### src/core/css_pkg.sv
// Package of constants, encodings and the register map of the start-up sequencer.
package css_pkg;

  // Clock and internal configuration oscillator rates.
  localparam int unsigned CLK_HZ    = 125_000_000;
  localparam int unsigned OSC_3_HZ  = 3_000_000;
  localparam int unsigned OSC_6_HZ  = 6_000_000;
  localparam int unsigned OSC_12_HZ = 12_000_000;
  localparam int unsigned OSC_25_HZ = 25_000_000;
  localparam int unsigned OSC_CNT_W = 6;

  // Half periods in aclk cycles, rounded down so the rate never falls below the figure.
  localparam logic [5:0] OSC_3_HALF  = 6'(CLK_HZ / (2 * OSC_3_HZ));
  localparam logic [5:0] OSC_6_HALF  = 6'(CLK_HZ / (2 * OSC_6_HZ));
  localparam logic [5:0] OSC_12_HALF = 6'(CLK_HZ / (2 * OSC_12_HZ));
  localparam logic [5:0] OSC_25_HALF = 6'(CLK_HZ / (2 * OSC_25_HZ));

  // Oscillator rate setting codes.
  localparam logic [1:0] RATE_3  = 2'h0;
  localparam logic [1:0] RATE_6  = 2'h1;
  localparam logic [1:0] RATE_12 = 2'h2;
  localparam logic [1:0] RATE_25 = 2'h3;

  // Sequencer clock select codes.
  localparam logic [1:0] SRC_CCLK = 2'h0;
  localparam logic [1:0] SRC_APP  = 2'h1;
  localparam logic [1:0] SRC_TCK  = 2'h2;

  // Idle pin pull setting codes.
  localparam logic [1:0] PULL_DOWN = 2'h0;
  localparam logic [1:0] PULL_UP   = 2'h1;
  localparam logic [1:0] PULL_NONE = 2'h2;

  // Phase field codes.
  localparam logic [2:0] PH_DONE_WAIT = 3'h0;
  localparam logic [2:0] PH_KEEP      = 3'h7;
  localparam logic [2:0] LCK_NO_LOCK_WAIT   = 3'h7;
  localparam logic [2:0] PH_FIRST     = 3'h1;
  localparam logic [2:0] PH_LAST      = 3'h6;
  localparam logic [2:0] DONE_PH_RST  = 3'h4;
  localparam logic [2:0] GTS_PH_RST   = 3'h5;
  localparam logic [2:0] GWE_PH_RST   = 3'h6;

  // Register byte offsets.
  localparam int unsigned ADDR_W         = 8;
  localparam logic [7:0]  ADDR_CTRL      = 8'h00;
  localparam logic [7:0]  ADDR_CONFIG    = 8'h04;
  localparam logic [7:0]  ADDR_PHASES    = 8'h08;
  localparam logic [7:0]  ADDR_LOCK_MASK = 8'h0C;
  localparam logic [7:0]  ADDR_STATUS    = 8'h10;

  // Control register fields.
  localparam int unsigned CTRL_START = 0;

  // Configuration register fields and reset value.
  localparam int unsigned CFG_RATE_LSB  = 0;
  localparam int unsigned CFG_SRC_LSB   = 2;
  localparam int unsigned CFG_PULL_LSB  = 4;
  localparam int unsigned CFG_DONE_PU   = 6;
  localparam int unsigned CFG_DRIVE_HI  = 7;
  localparam int unsigned CFG_DONE_PIPE = 8;
  localparam int unsigned CFG_EXT_CCLK  = 9;
  localparam int unsigned CFG_W         = 10;
  localparam logic [9:0]  CFG_RST       = 10'h041;

  // Phase register fields.
  localparam int unsigned PH_DONE_LSB = 0;
  localparam int unsigned PH_GWE_LSB  = 4;
  localparam int unsigned PH_GTS_LSB  = 8;
  localparam int unsigned PH_LCK_LSB  = 12;

  // Status register fields.
  localparam int unsigned ST_PHASE_LSB = 0;
  localparam int unsigned ST_RUN       = 4;
  localparam int unsigned ST_USER      = 5;
  localparam int unsigned ST_GWE       = 6;
  localparam int unsigned ST_GTS       = 7;
  localparam int unsigned ST_DONE_REL  = 8;
  localparam int unsigned ST_DONE_IN   = 9;
  localparam int unsigned ST_STALL     = 10;
  localparam int unsigned ST_LOADED    = 11;
  localparam int unsigned ST_LOCK_OK   = 12;

  // Bus responses.
  localparam logic [1:0] RESP_OKAY   = 2'h0;
  localparam logic [1:0] RESP_DECERR = 2'h3;

  // Sequencer states, Gray coded along idle, run, user.
  typedef enum logic [1:0] {
    SEQ_IDLE = 2'b00,
    SEQ_RUN  = 2'b01,
    SEQ_USER = 2'b11
  } css_seq_t;

  function automatic logic [5:0] osc_half(input logic [1:0] code);
    unique case (code)
      RATE_3:  osc_half = OSC_3_HALF;
      RATE_6:  osc_half = OSC_6_HALF;
      RATE_12: osc_half = OSC_12_HALF;
      RATE_25: osc_half = OSC_25_HALF;
    endcase
  endfunction

  function automatic logic [31:0] wmerge(input logic [31:0] old, input logic [31:0] din, input logic [3:0] strb);
    for (int i = 0; i < 4; i++) begin
      old[8*i +: 8] = strb[i] ? din[8*i +: 8] : old[8*i +: 8];
    end
    wmerge = old;
  endfunction

endpackage

### src/core/css_clk_step.sv
// Sequencer clock selection and rising-edge detection producing a one-cycle step enable.
module css_clk_step (
  // Clock and reset
  input  wire logic       aclk,
  input  wire logic       aresetn,
  // Selection
  input  wire logic [1:0] sel,
  input  wire logic       ext_cclk_sel,
  input  wire logic       osc_rise,
  // Clock pins
  input  wire logic       ext_cclk,
  input  wire logic       app_clk,
  input  wire logic       tck,
  // Step enable
  output logic            step
);

  logic [2:0] s1_q;
  logic [2:0] s2_q;
  logic [2:0] s3_q;
  logic [2:0] rise;
  logic       cclk_rise;

  always_ff @(posedge aclk) begin
    if (!aresetn) begin
      s1_q <= 3'h0;
      s2_q <= 3'h0;
      s3_q <= 3'h0;
    end else begin
      s1_q <= {tck, app_clk, ext_cclk};
      s2_q <= s1_q;
      s3_q <= s2_q;
    end
  end

  // Edges are taken between the second and third stages only.
  assign rise      = s2_q & ~s3_q;
  assign cclk_rise = ext_cclk_sel ? rise[0] : osc_rise;

  always_comb begin
    unique case (sel)
      css_pkg::SRC_APP: step = rise[1];
      css_pkg::SRC_TCK: step = rise[2];
      default:          step = cclk_rise;
    endcase
  end

endmodule // css_clk_step

### src/core/css_sequencer.sv
// Start-up sequencer with oscillator, phase counter, release logic and AXI4-Lite registers.
module css_sequencer #(
  parameter int unsigned N_LOCK = 4
) (
  // Clock and reset
  input  wire logic              aclk,
  input  wire logic              aresetn,
  // AXI4-Lite write address
  input  wire logic [7:0]        s_axi_awaddr,
  input  wire logic              s_axi_awvalid,
  output logic                   s_axi_awready,
  // AXI4-Lite write data
  input  wire logic [31:0]       s_axi_wdata,
  input  wire logic [3:0]        s_axi_wstrb,
  input  wire logic              s_axi_wvalid,
  output logic                   s_axi_wready,
  // AXI4-Lite write response
  output logic [1:0]             s_axi_bresp,
  output logic                   s_axi_bvalid,
  input  wire logic              s_axi_bready,
  // AXI4-Lite read address
  input  wire logic [7:0]        s_axi_araddr,
  input  wire logic              s_axi_arvalid,
  output logic                   s_axi_arready,
  // AXI4-Lite read data
  output logic [31:0]            s_axi_rdata,
  output logic [1:0]             s_axi_rresp,
  output logic                   s_axi_rvalid,
  input  wire logic              s_axi_rready,
  // Sequencer clock sources
  input  wire logic              ext_cclk,
  input  wire logic              app_clk,
  input  wire logic              tck,
  // Clock manager lock indicators
  input  wire logic [N_LOCK-1:0] lock_indicator,
  // Completion pin, open drain unless driven high
  input  wire logic              done_in,
  output logic                   done_out,
  output logic                   done_oe,
  // Oscillator output
  output logic                   cclk_out,
  // Global controls
  output logic                   global_write_enable,
  output logic                   global_three_state,
  // Pull controls
  output logic                   idle_pull_up,
  output logic                   idle_pull_down,
  output logic                   done_pull_up,
  // State
  output logic                   user_mode
);

  // The lock mask word only has room for 32 lock indicators.
  if (N_LOCK < 1 || N_LOCK > 32) begin : g_bad_n_lock
    $error("N_LOCK must lie between 1 and 32");
  end

  // Registers.
  logic [9:0]        cfg_q;
  logic [2:0]        done_ph_q;
  logic [2:0]        gwe_ph_q;
  logic [2:0]        gts_ph_q;
  logic [2:0]        lck_ph_q;
  logic [N_LOCK-1:0] lock_mask_q;
  logic              loaded_q;

  // Bus state.
  logic              aw_have_q;
  logic [7:0]        aw_addr_q;
  logic              w_have_q;
  logic [31:0]       w_data_q;
  logic [3:0]        w_strb_q;
  logic              bvalid_q;
  logic [1:0]        bresp_q;
  logic              rvalid_q;
  logic [31:0]       rdata_q;
  logic [1:0]        rresp_q;

  // Sequencer state.
  css_pkg::css_seq_t seq_q;
  logic [2:0]        phase_q;
  logic [5:0]        osc_cnt_q;
  logic              osc_q;
  logic              gts_hold_q;
  logic              gwe_q;
  logic              done_rel_q;
  logic              done_pipe_q;
  logic [N_LOCK-1:0] lock_s1_q;
  logic [N_LOCK-1:0] lock_s2_q;
  logic              done_s1_q;
  logic              done_s2_q;

  // Write channel decode.
  logic              aw_take;
  logic              w_take;
  logic              wr_go;
  logic [7:0]        wr_addr;
  logic [31:0]       wr_data;
  logic [3:0]        wr_strb;
  logic              wr_ctrl;
  logic              wr_cfg;
  logic              wr_ph;
  logic              wr_mask;
  logic              wr_hit;
  logic [31:0]       cfg_new;
  logic [31:0]       ph_new;
  logic [31:0]       mask_new;

  assign s_axi_awready = !aw_have_q && !bvalid_q;
  assign s_axi_wready  = !w_have_q && !bvalid_q;
  assign aw_take       = s_axi_awvalid && s_axi_awready;
  assign w_take        = s_axi_wvalid && s_axi_wready;
  assign wr_addr       = aw_have_q ? aw_addr_q : s_axi_awaddr;
  assign wr_data       = w_have_q ? w_data_q : s_axi_wdata;
  assign wr_strb       = w_have_q ? w_strb_q : s_axi_wstrb;
  assign wr_go         = (aw_have_q || aw_take) && (w_have_q || w_take);
  assign wr_ctrl       = wr_go && wr_addr == css_pkg::ADDR_CTRL;
  assign wr_cfg        = wr_go && wr_addr == css_pkg::ADDR_CONFIG;
  assign wr_ph         = wr_go && wr_addr == css_pkg::ADDR_PHASES;
  assign wr_mask       = wr_go && wr_addr == css_pkg::ADDR_LOCK_MASK;
  assign wr_hit        = wr_ctrl || wr_cfg || wr_ph || wr_mask || wr_addr == css_pkg::ADDR_STATUS;
  assign cfg_new       = css_pkg::wmerge({22'h0, cfg_q}, wr_data, wr_strb);
  assign ph_new        = css_pkg::wmerge({17'h0, lck_ph_q, 1'b0, gts_ph_q, 1'b0, gwe_ph_q, 1'b0, done_ph_q},
                                         wr_data, wr_strb);
  assign mask_new      = css_pkg::wmerge(32'(lock_mask_q), wr_data, wr_strb);

  // Configuration fields.
  logic [1:0] rate_sel;
  logic [1:0] src_sel;
  logic [1:0] pull_sel;
  logic [2:0] done_ph_new;
  logic [2:0] gwe_ph_new;
  logic [2:0] gts_ph_new;
  logic [2:0] lck_ph_new;

  assign rate_sel = loaded_q ? cfg_q[css_pkg::CFG_RATE_LSB +: 2] : css_pkg::RATE_3;
  assign src_sel  = cfg_q[css_pkg::CFG_SRC_LSB +: 2];
  assign pull_sel = cfg_q[css_pkg::CFG_PULL_LSB +: 2];

  // Out-of-range completion phases fall back to the nearest legal phase.
  assign done_ph_new = (ph_new[css_pkg::PH_DONE_LSB +: 3] == 3'h0) ? css_pkg::PH_FIRST :
                       (ph_new[css_pkg::PH_DONE_LSB +: 3] == 3'h7) ? css_pkg::PH_LAST :
                       ph_new[css_pkg::PH_DONE_LSB +: 3];
  assign gwe_ph_new  = (ph_new[css_pkg::PH_GWE_LSB +: 3] == css_pkg::PH_KEEP) ? gwe_ph_q :
                       ph_new[css_pkg::PH_GWE_LSB +: 3];
  assign gts_ph_new  = (ph_new[css_pkg::PH_GTS_LSB +: 3] == css_pkg::PH_KEEP) ? gts_ph_q :
                       ph_new[css_pkg::PH_GTS_LSB +: 3];
  assign lck_ph_new  = ph_new[css_pkg::PH_LCK_LSB +: 3];

  always_ff @(posedge aclk) begin
    if (!aresetn) begin
      cfg_q       <= css_pkg::CFG_RST;
      done_ph_q   <= css_pkg::DONE_PH_RST;
      gwe_ph_q    <= css_pkg::GWE_PH_RST;
      gts_ph_q    <= css_pkg::GTS_PH_RST;
      lck_ph_q    <= css_pkg::LCK_NO_LOCK_WAIT;
      lock_mask_q <= '0;
      loaded_q    <= 1'b0;
    end else begin
      if (wr_cfg) begin
        cfg_q    <= cfg_new[css_pkg::CFG_W-1:0];
        loaded_q <= 1'b1;
      end
      if (wr_ph) begin
        done_ph_q <= done_ph_new;
        gwe_ph_q  <= gwe_ph_new;
        gts_ph_q  <= gts_ph_new;
        lck_ph_q  <= lck_ph_new;
      end
      if (wr_mask) begin
        lock_mask_q <= mask_new[N_LOCK-1:0];
      end
    end
  end

  // Write channel handshake.
  always_ff @(posedge aclk) begin
    if (!aresetn) begin
      aw_have_q <= 1'b0;
      aw_addr_q <= 8'h00;
      w_have_q  <= 1'b0;
      w_data_q  <= 32'h0000_0000;
      w_strb_q  <= 4'h0;
      bvalid_q  <= 1'b0;
      bresp_q   <= css_pkg::RESP_OKAY;
    end else if (wr_go) begin
      aw_have_q <= 1'b0;
      w_have_q  <= 1'b0;
      bvalid_q  <= 1'b1;
      bresp_q   <= wr_hit ? css_pkg::RESP_OKAY : css_pkg::RESP_DECERR;
    end else begin
      if (aw_take) begin
        aw_have_q <= 1'b1;
        aw_addr_q <= s_axi_awaddr;
      end
      if (w_take) begin
        w_have_q <= 1'b1;
        w_data_q <= s_axi_wdata;
        w_strb_q <= s_axi_wstrb;
      end
      if (bvalid_q && s_axi_bready) begin
        bvalid_q <= 1'b0;
      end
    end
  end

  assign s_axi_bvalid = bvalid_q;
  assign s_axi_bresp  = bresp_q;

  // Synchronisers for lock indicators and completion pin.
  always_ff @(posedge aclk) begin
    if (!aresetn) begin
      lock_s1_q <= '0;
      lock_s2_q <= '0;
      done_s1_q <= 1'b0;
      done_s2_q <= 1'b0;
    end else begin
      lock_s1_q <= lock_indicator;
      lock_s2_q <= lock_s1_q;
      done_s1_q <= done_in;
      done_s2_q <= done_s1_q;
    end
  end

  // Internal oscillator divider.
  logic osc_tick;
  logic osc_rise;

  assign osc_tick = osc_cnt_q == 6'h00;
  assign osc_rise = osc_tick && !osc_q;

  always_ff @(posedge aclk) begin
    if (!aresetn) begin
      osc_cnt_q <= 6'h00;
      osc_q     <= 1'b0;
    end else if (osc_tick) begin
      osc_cnt_q <= css_pkg::osc_half(rate_sel) - 6'h01;
      osc_q     <= !osc_q;
    end else begin
      osc_cnt_q <= osc_cnt_q - 6'h01;
    end
  end

  assign cclk_out = osc_q;

  // Step enable from the selected sequencer clock.
  logic step;

  css_clk_step u_clk_step (
    .aclk         (aclk),
    .aresetn      (aresetn),
    .sel          (src_sel),
    .ext_cclk_sel (cfg_q[css_pkg::CFG_EXT_CCLK]),
    .osc_rise     (osc_rise),
    .ext_cclk     (ext_cclk),
    .app_clk      (app_clk),
    .tck          (tck),
    .step         (step)
  );

  // Phase sequencing.
  logic running;
  logic run_step;
  logic done_sense;
  logic lock_ok;
  logic lock_stall;
  logic gwe_wait;
  logic gts_wait;
  logic done_stall;
  logic advance;
  logic start_req;
  logic gts_rel_d;
  logic gwe_d;

  assign running    = seq_q == css_pkg::SEQ_RUN;
  assign run_step   = running && step;
  assign start_req  = wr_ctrl && wr_strb[0] && wr_data[css_pkg::CTRL_START];
  assign done_sense = cfg_q[css_pkg::CFG_DONE_PIPE] ? done_pipe_q : done_s2_q;
  assign lock_ok    = &(lock_s2_q | ~lock_mask_q);
  assign lock_stall = lck_ph_q != css_pkg::LCK_NO_LOCK_WAIT && phase_q == lck_ph_q && !lock_ok;
  assign gwe_wait   = gwe_ph_q == css_pkg::PH_DONE_WAIT;
  assign gts_wait   = gts_ph_q == css_pkg::PH_DONE_WAIT;
  // The last phase is held until every completion-wait release has happened.
  assign done_stall = phase_q == css_pkg::PH_LAST && (gwe_wait || gts_wait) && !(gwe_d && gts_rel_d);
  assign advance    = run_step && !lock_stall && !done_stall;

  // Release of three-state, then write enable one step later when waiting for completion.
  assign gts_rel_d = gts_wait ? (!gts_hold_q || (run_step && done_sense))
                              : (phase_q >= gts_ph_q);
  assign gwe_d     = gwe_wait ? (gwe_q || (run_step && done_sense && !gts_hold_q))
                              : (phase_q >= gwe_ph_q && running);

  always_ff @(posedge aclk) begin
    if (!aresetn) begin
      seq_q   <= css_pkg::SEQ_IDLE;
      phase_q <= 3'h0;
    end else begin
      unique case (seq_q)
        css_pkg::SEQ_IDLE: begin
          if (start_req) begin
            seq_q   <= css_pkg::SEQ_RUN;
            phase_q <= 3'h0;
          end
        end
        css_pkg::SEQ_RUN: begin
          if (advance && phase_q == css_pkg::PH_LAST) begin
            seq_q <= css_pkg::SEQ_USER;
          end else if (advance) begin
            phase_q <= phase_q + 3'h1;
          end
        end
        css_pkg::SEQ_USER: begin
          if (start_req) begin
            seq_q   <= css_pkg::SEQ_RUN;
            phase_q <= 3'h0;
          end
        end
        default: begin
          seq_q <= css_pkg::SEQ_IDLE;
        end
      endcase
    end
  end

  always_ff @(posedge aclk) begin
    if (!aresetn) begin
      gts_hold_q  <= 1'b1;
      gwe_q       <= 1'b0;
      done_rel_q  <= 1'b0;
      done_pipe_q <= 1'b0;
    end else if (start_req) begin
      gts_hold_q  <= 1'b1;
      gwe_q       <= 1'b0;
      done_rel_q  <= 1'b0;
      done_pipe_q <= 1'b0;
    end else if (running) begin
      gts_hold_q <= !gts_rel_d;
      gwe_q      <= gwe_d;
      done_rel_q <= phase_q >= done_ph_q;
      if (step) begin
        done_pipe_q <= done_s2_q;
      end
    end
  end

  // Completion pin: driven low until release, then floats or drives high.
  assign done_oe  = !done_rel_q || cfg_q[css_pkg::CFG_DRIVE_HI];
  assign done_out = done_rel_q;

  assign global_three_state  = gts_hold_q;
  assign global_write_enable = gwe_q;
  assign user_mode           = seq_q == css_pkg::SEQ_USER;

  // Pull controls; the internal completion pull-up does not replace the board pull-up.
  assign idle_pull_up   = pull_sel == css_pkg::PULL_UP;
  assign idle_pull_down = pull_sel == css_pkg::PULL_DOWN;
  assign done_pull_up   = cfg_q[css_pkg::CFG_DONE_PU];

  // Read channel.
  logic [31:0] status;
  logic [31:0] rd_word;
  logic        rd_hit;

  assign status = {19'h0, lock_ok, loaded_q, (lock_stall || done_stall) && running, done_sense, done_rel_q,
                   !gts_hold_q, gwe_q, user_mode, running, 1'b0, phase_q};
  assign rd_hit = s_axi_araddr == css_pkg::ADDR_CTRL || s_axi_araddr == css_pkg::ADDR_CONFIG ||
                  s_axi_araddr == css_pkg::ADDR_PHASES || s_axi_araddr == css_pkg::ADDR_LOCK_MASK ||
                  s_axi_araddr == css_pkg::ADDR_STATUS;

  always_comb begin
    unique case (s_axi_araddr)
      css_pkg::ADDR_CONFIG:    rd_word = {22'h0, cfg_q};
      css_pkg::ADDR_PHASES:    rd_word = {17'h0, lck_ph_q, 1'b0, gts_ph_q, 1'b0, gwe_ph_q, 1'b0, done_ph_q};
      css_pkg::ADDR_LOCK_MASK: rd_word = 32'(lock_mask_q);
      css_pkg::ADDR_STATUS:    rd_word = status;
      default:                 rd_word = 32'h0000_0000;
    endcase
  end

  assign s_axi_arready = !rvalid_q;

  always_ff @(posedge aclk) begin
    if (!aresetn) begin
      rvalid_q <= 1'b0;
      rdata_q  <= 32'h0000_0000;
      rresp_q  <= css_pkg::RESP_OKAY;
    end else if (s_axi_arvalid && s_axi_arready) begin
      rvalid_q <= 1'b1;
      rdata_q  <= rd_word;
      rresp_q  <= rd_hit ? css_pkg::RESP_OKAY : css_pkg::RESP_DECERR;
    end else if (rvalid_q && s_axi_rready) begin
      rvalid_q <= 1'b0;
    end
  end

  assign s_axi_rvalid = rvalid_q;
  assign s_axi_rdata  = rdata_q;
  assign s_axi_rresp  = rresp_q;

endmodule // css_sequencer

### config.mk
export PLATFORM = sky130hd
export DESIGN_NAME = css_sequencer
export DESIGN_NICKNAME = d
export VERILOG_FILES = /design/src/core/css_pkg.sv /design/src/core/css_clk_step.sv /design/src/core/css_sequencer.sv
export SDC_FILE = /design/constraint.sdc
export NUM_CORES = 1
export LEC_CHECK = 0
export ABC_AREA = 0
export BUFFER_PORTS_ARGS = -buffer_cell sky130_fd_sc_hd__buf_2
export CAP_MARGIN = 40
export CORE_UTILIZATION = 49
export CTS_CLUSTER_SIZE = 20
export DETAILED_ROUTE_END_ITERATION = 7
export GPL_ROUTABILITY_DRIVEN = 0
export HOLD_SLACK_MARGIN = 0.12
export PLACE_DENSITY_LB_ADDON = 0.2
export SETUP_SLACK_MARGIN = 0.05
export SLEW_MARGIN = 20
export SYNTH_ARGS = -nofsm -noshare
export SYNTH_HDL_FRONTEND = slang
export SYNTH_SLANG_ARGS = --single-unit
### constraint.sdc
create_clock -name aclk -period 2.4 [get_ports aclk]
set_input_delay 0.72 -clock aclk [delete_from_list [all_inputs] [get_ports aclk]]
set_output_delay 0.72 -clock aclk [all_outputs]
set_load 0.005 [all_outputs]
# Word level (Yosys, flattened, before mapping)
# Cells that the tools add are included.
[totals]
elab_cells = 186
regBits = 127
in_bits = 67
[op_classes]
mux = 31
add_sub_neg = 3
eq_ne = 26
reduce_logical = 82
order_cmp = 3
bitwise_logic = 8
[op_table]
columns = ["cell", "n"]
rows = [
  ["$pmux W15 S4", 1],
  ["$eq A8 B4 Y1 const B", 4],
  ["$logic_and A1 B1 Y1", 28],
  ["$pmux W6 S4", 1],
  ["$reduce_and A2 Y1", 10],
  ["$mux W3", 6],
  ["$mux W6", 3],
  ["$eq A8 B3 Y1 const B", 2],
  ["$eq A8 B5 Y1 const B", 2],
  ["$logic_not A8 Y1", 2],
  ["$logic_or A1 B1 Y1", 15],
  ["$mux W15", 1],
  ["$eq A3 B3 Y1 const B", 4],
  ["$logic_not A1 Y1", 12],
  ["$mux W2", 6],
  ["$sub A6 B1 Y6 const B", 2],
  ["$ge A3 B3 Y1", 3],
  ["$logic_not A3 Y1", 3],
  ["$eq A2 B1 Y1 const B", 4],
  ["$eq A2 B2 Y1 const B", 4],
  ["$mux W1", 8],
  ["$mux W8", 1],
  ["$reduce_and A4 Y1", 2],
  ["$mux W7", 1],
  ["17 further kinds", 28],
]

# Depth between registers and ports, before layout
[logic_depth]
ltp_word = 17
ltp_mapped = 9
ltp_nobuf = 9

# Hierarchy
# A second synthesis with hierarchy kept.
[unflattened]
hier_cells = 569
hier_area_um2 = 5253.8
[modules_own_cells]
columns = ["module", "n_inst", "seq_area_each_um2", "area_each_um2", "cells_per_inst"]
rows = [
  ["css_sequencer", 1, 1961.9, 4943.5, 540],
  ["css_clk_step", 1, 180.2, 310.3, 29],
]

# Worst setup path after synthesis
# Ideal clock, no wire load.
[synth_path]
kind = "in2reg"
start = "in s_axi_awaddr[0]"
end = "reg phase_q[2]"
required_time_ns = 2.329
stages = 6
path_slack_ns = -0.037
n_path_buf = 0
arrival_time_ns = 2.366
setup_time_ns = 0.071
path_cell_list = "nor4_1 -> a32oi_1 -> o31a_1 -> a211o_1 -> or4b_1 -> a21oi_1"
[synth_via]
elab_chain_len = 7
[synth_rtl]
columns = ["element", "line_no", "rtl"]
rows = [
  ["from (decl)", "css_sequencer.sv:9", "input wire logic [7:0] s_axi_awaddr,"],
  ["$mux W8", "css_sequencer.sv:113", "assign wr_addr = aw_have_q ? aw_addr_q : s_axi_awaddr;"],
  ["$logic_not A8 Y1", "css_sequencer.sv:117", "assign wr_ctrl = wr_go && wr_addr == css_pkg::ADDR_CTRL;"],
  ["$logic_and A1 B1 Y1", "css_sequencer.sv:117", ""],
  ["$logic_and A1 B1 Y1 (2 in series)", "css_sequencer.sv:277", "assign start_req = wr_ctrl && wr_strb[0] && wr_data[css_pkg::CTRL_START];"],
  ["$ne A2 B1 Y1 (no line)", "--", ""],
  ["$reduce_and A4 Y1 (no line)", "--", ""],
  ["to (signal assigned)", "css_sequencer.sv:309", "phase_q <= phase_q + 3'h1;"],
  ["to (decl)", "css_sequencer.sv:81", "logic [2:0] phase_q;"],
]
# No other way between the ends.
# A chain may end at the register's enable or synchronous reset.

# Final worst setup path
[layout_path]
start = "reg osc_cnt_q[5]"
end = "reg phase_q[2]"
[layout_via]
elab_chain_len = 17
elab_cells_between_ends = 21
classes_between = "eq/ne: 2; mux: 4; reduce/logical: 15"
[layout_rtl]
columns = ["element", "line_no", "rtl"]
rows = [
  ["from (decl)", "css_sequencer.sv:82", "logic [5:0] osc_cnt_q;"],
  ["from (signal assigned)", "css_sequencer.sv:237", "osc_cnt_q <= css_pkg::osc_half(rate_sel) - 6'h01;"],
  ["from (signal assigned)", "css_sequencer.sv:240", "osc_cnt_q <= osc_cnt_q - 6'h01;"],
  ["$logic_not A6 Y1 (*)", "css_sequencer.sv:229", "assign osc_tick = osc_cnt_q == 6'h00;"],
  ["$logic_and A1 B1 Y1 (*)", "css_sequencer.sv:230", "assign osc_rise = osc_tick && !osc_q;"],
  ["$mux W1 (*)", "css_clk_step.sv:38", "assign cclk_rise = ext_cclk_sel ? rise[0] : osc_rise;"],
  ["$pmux W1 S2 (*)", "css_clk_step.sv:41", "unique case (sel)"],
  ["$logic_and A1 B1 Y1 (*)", "css_sequencer.sv:276", "assign run_step = running && step;"],
  ["$logic_and A1 B1 Y1", "css_sequencer.sv:288, css_sequencer.sv:290", ""],
  ["$logic_and A1 B1 Y1", "css_sequencer.sv:290", "assign gwe_d = gwe_wait ? (gwe_q || (run_step && done_sense && !gts_hold_q))"],
  ["$logic_or A1 B1 Y1", "css_sequencer.sv:290", ""],
  ["$mux W1", "css_sequencer.sv:290", ""],
  ["$logic_and A1 B1 Y1", "css_sequencer.sv:284", "assign done_stall = phase_q == css_pkg::PH_LAST && (gwe_wait || gts_wait) && !(gwe_d && gts_rel_d);"],
  ["$logic_not A1 Y1", "css_sequencer.sv:284", ""],
  ["$logic_and A1 B1 Y1", "css_sequencer.sv:284", ""],
  ["$logic_not A1 Y1", "css_sequencer.sv:285", "assign advance = run_step && !lock_stall && !done_stall;"],
  ["$logic_and A1 B1 Y1 (*)", "css_sequencer.sv:285", ""],
  ["$logic_and A1 B1 Y1", "css_sequencer.sv:306", "if (advance && phase_q == css_pkg::PH_LAST) begin"],
  ["$ne A2 B2 Y1 (no line)", "--", ""],
  ["$reduce_and A4 Y1 (no line) (*)", "--", ""],
]
# Every way passes the cells marked *; elsewhere a longest branch is shown, timed or not.

==> flow_summary.ini <==
[floorplan]
start_util_pct = 51.4
fp.coreArea_um2 = 9950
num_rows = 36
die-width_um = 104
die_h_um = 104
dieArea_um2 = 10800
ioPinCount = 117

[logic_synthesis]
synth_top_flop_cell = dfxtp_1
netlist_instances = 576
synth_area_um2 = 5110
yosys_warnings = 0
synth_cell_type_count = 62
ys_seq_area_share_pct = 41.9
synth-edff-count = 0
synth_area_per_cell_um2 = 8.88
async_reset_ff_share_pct = 0
ys_ff_latch = 107

[cts]
hold_buffers = 0
cts_num_sinks = 107
cts_made_buffers = 9
htree_levels = 3
cts_tree = yes
root_buffer = clkbuf_8
cts.path.max_buffers = 2
clk_latency_ns = 0.37
clk_pin_slew_worst_paths_ns = 0.11

[place]
pre_cts_slack_ns = -0.259
dpl.hpwl_um = 9120
portBuffers = 79

[layout]
layout_commonest_cell = dfxtp_1
fillers = 903
fin_nets = 770
layout_common_cells = 103 x dfxtp_1, 87 x nor2_1, 79 x buf_2, 46 x buf_4, 45 x mux2i_1
fin_util_pct = 61.7
area_growth_pct = 20.1
antenna_cells = 0
drive_gt1_share_pct = 26.3

[hold_path]
hold_class = reg2reg

[critical_path]
cp.required_ns = 2.72
path_cells = or4_4 > o211ai_2 > o311a_4 > nand3_2 > a211o_1 > or4b_4 > a21oi_2
crit_family = simple AND/OR/NAND/NOR gates
critPathLaunchType = flip-flop
cp_max_fo = 3
critical_path_class = reg2reg
max_stage_delay_ns = 0.57
cp-end-kind = flip-flop
path_buf_inv = 0
crit_arrival_ns = 2.73
cp_slowest_cell = or4_4

[global_route]
grt-ovfl-total = 0
grt_pass1_vias = 4163
grt_pass1_wl_um = 20300
grt_usage_pct = 23.4
grt_max_degree = 40
antenna_found_initial = 0

[sta]
drv_slew = 0
rsz0062_at_grt = true
slew_headroom_pct = 61.7
min_period_ns = 2.42
fin_crit_sh_pct = 101
timing.hold.ws_ns = 0.435
fin_skew_ns = 0.0117
setup_viol = 1
tightestPinTransition_ns = 0.574
report.final.hold_viol_count = 0
worst_slack_ns = -0.0159
max_freq_mhz = 414

[route]
drc = 0
first_pass_iters = 7
viasPerCell = 5.31
wirelength_um = 12200
routedWlPerCell_um = 14.8
drtIter0Drc = 195
via_count = 4375
ant_nets = 0

[outcome]
status = finished, violations left
violations = negative setup slack

[power]
p_per_area_nw_per_um2 = 591
leakagePower_nw = 2.78
ir_drop_uv = 302

[run]
max_cap_violations = 0
==> sequential cells by signal, summed over array words and instances (netlist names), 4 cells and up <==
name and cells:
s_axi_rdata 15, w_data_q 14, cfg_q 10, aw_addr_q 8, osc_cnt_q 6, lock_mask_q 4
lock_s1_q 4, lock_s2_q 4
==> layer usage <==
layer | share of wire, % | global-route usage, % | routed length [um] | vias to the layer above
met2 | 48 | 39.0 | 5800 | 118
met4 | 2.0 | 9.18 | 250 | 0
li1 | - | - | - | 2199
met5 | 0 | 0 | 0 | -
met1 | 45 | 29.3 | 5480 | 2037
met3 | 5.5 | 5.51 | 668 | 21
==> area by class of cell <==
class	instances	area [um2]	share of cell area (%)
multi-input combinational	418	2760	45.0
sequential	107	2150	35.0
timing repair buffer	128	801	13.0
tap	133	166	2.71
clock buffer	9	124	2.02
inverter	22	82.6	1.34
clock inverter	7	58.8	0.957
==> Yosys cell counts (all sizes together) (5+ instances only) <==
library cell	instances	area share [%]
ha	17	4.2
dfxtp	107	42
mux2i	46	9.0
a31oi	5	0.61
nand3b	5	0.73
nand2	36	2.6
clkbuf	24	1.8
a222oi	5	0.98
mux2	11	2.4
o22ai	7	0.86
and2	26	3.2
nand3	7	0.78
nor2	87	6.4
inv	22	1.6
nor2b	7	0.86
nor3	15	1.5
xnor2	5	0.86
buf	21	3.0
nand2b	5	0.61
nor3b	5	0.73
o21ai	14	1.4
a211oi	7	1.0
a21oi	30	2.9
==> stage by stage <==
step	TNS (ns)	total power [mW]	std cells	area, um2
after floorplan	0	2.37	592	5170
after global placement	-1.22	2.56	805	5880
after detailed placement	-2.11	2.58	805	5880
after CTS	0	3.64	823	6090
after global routing	-0.0943	3.83	824	6140
final	-0.0159	3.63	824	6140
==> report_power, final <==
part	internal [mW]	switching [mW]
combinational	0.324	0.340
sequential	1.86	0.0674
clock	0.394	0.641
==> timing repair <==
item	4_1_cts	5_1_grt
setup buffers	2	1
pin swaps	5	0
hold endpoints to repair	0	0
setup endpoints to repair	2	9
resized for setup	3	12
==> worst paths after layout <==
kind	startpoint	to	slack [ns]	cells after the start
max	osc_cnt_q[5]	phase_q[2]	-0.02	7
min	u_clk_step.s1_q[0]	u_clk_step.s2_q[0]	0.43	1
max reg2reg	osc_cnt_q[5]	phase_q[2]	-0.02	7
min reg2reg	u_clk_step.s1_q[0]	u_clk_step.s2_q[0]	0.43	1
==> logic make-up (layout without fill, tap and decap cells) <==
logic type | count (synthesis) | in the layout | share of synthesized area (%)
adders and majority gates | 18 | 18 | 4.36
AOI/OAI and AO/OA | 107 | 107 | 14.5
buffers and inverters | 67 | 166 | 6.34
DFF | 107 | 107 | 41.9
muxes | 57 | 57 | 11.4
and+or+nand+nor | 212 | 212 | 20.2
other | 1 | 17 | 0.0734
xor gates and xnor gates | 7 | 7 | 1.20
No activity file was read; power rests on OpenSTA's default activity.
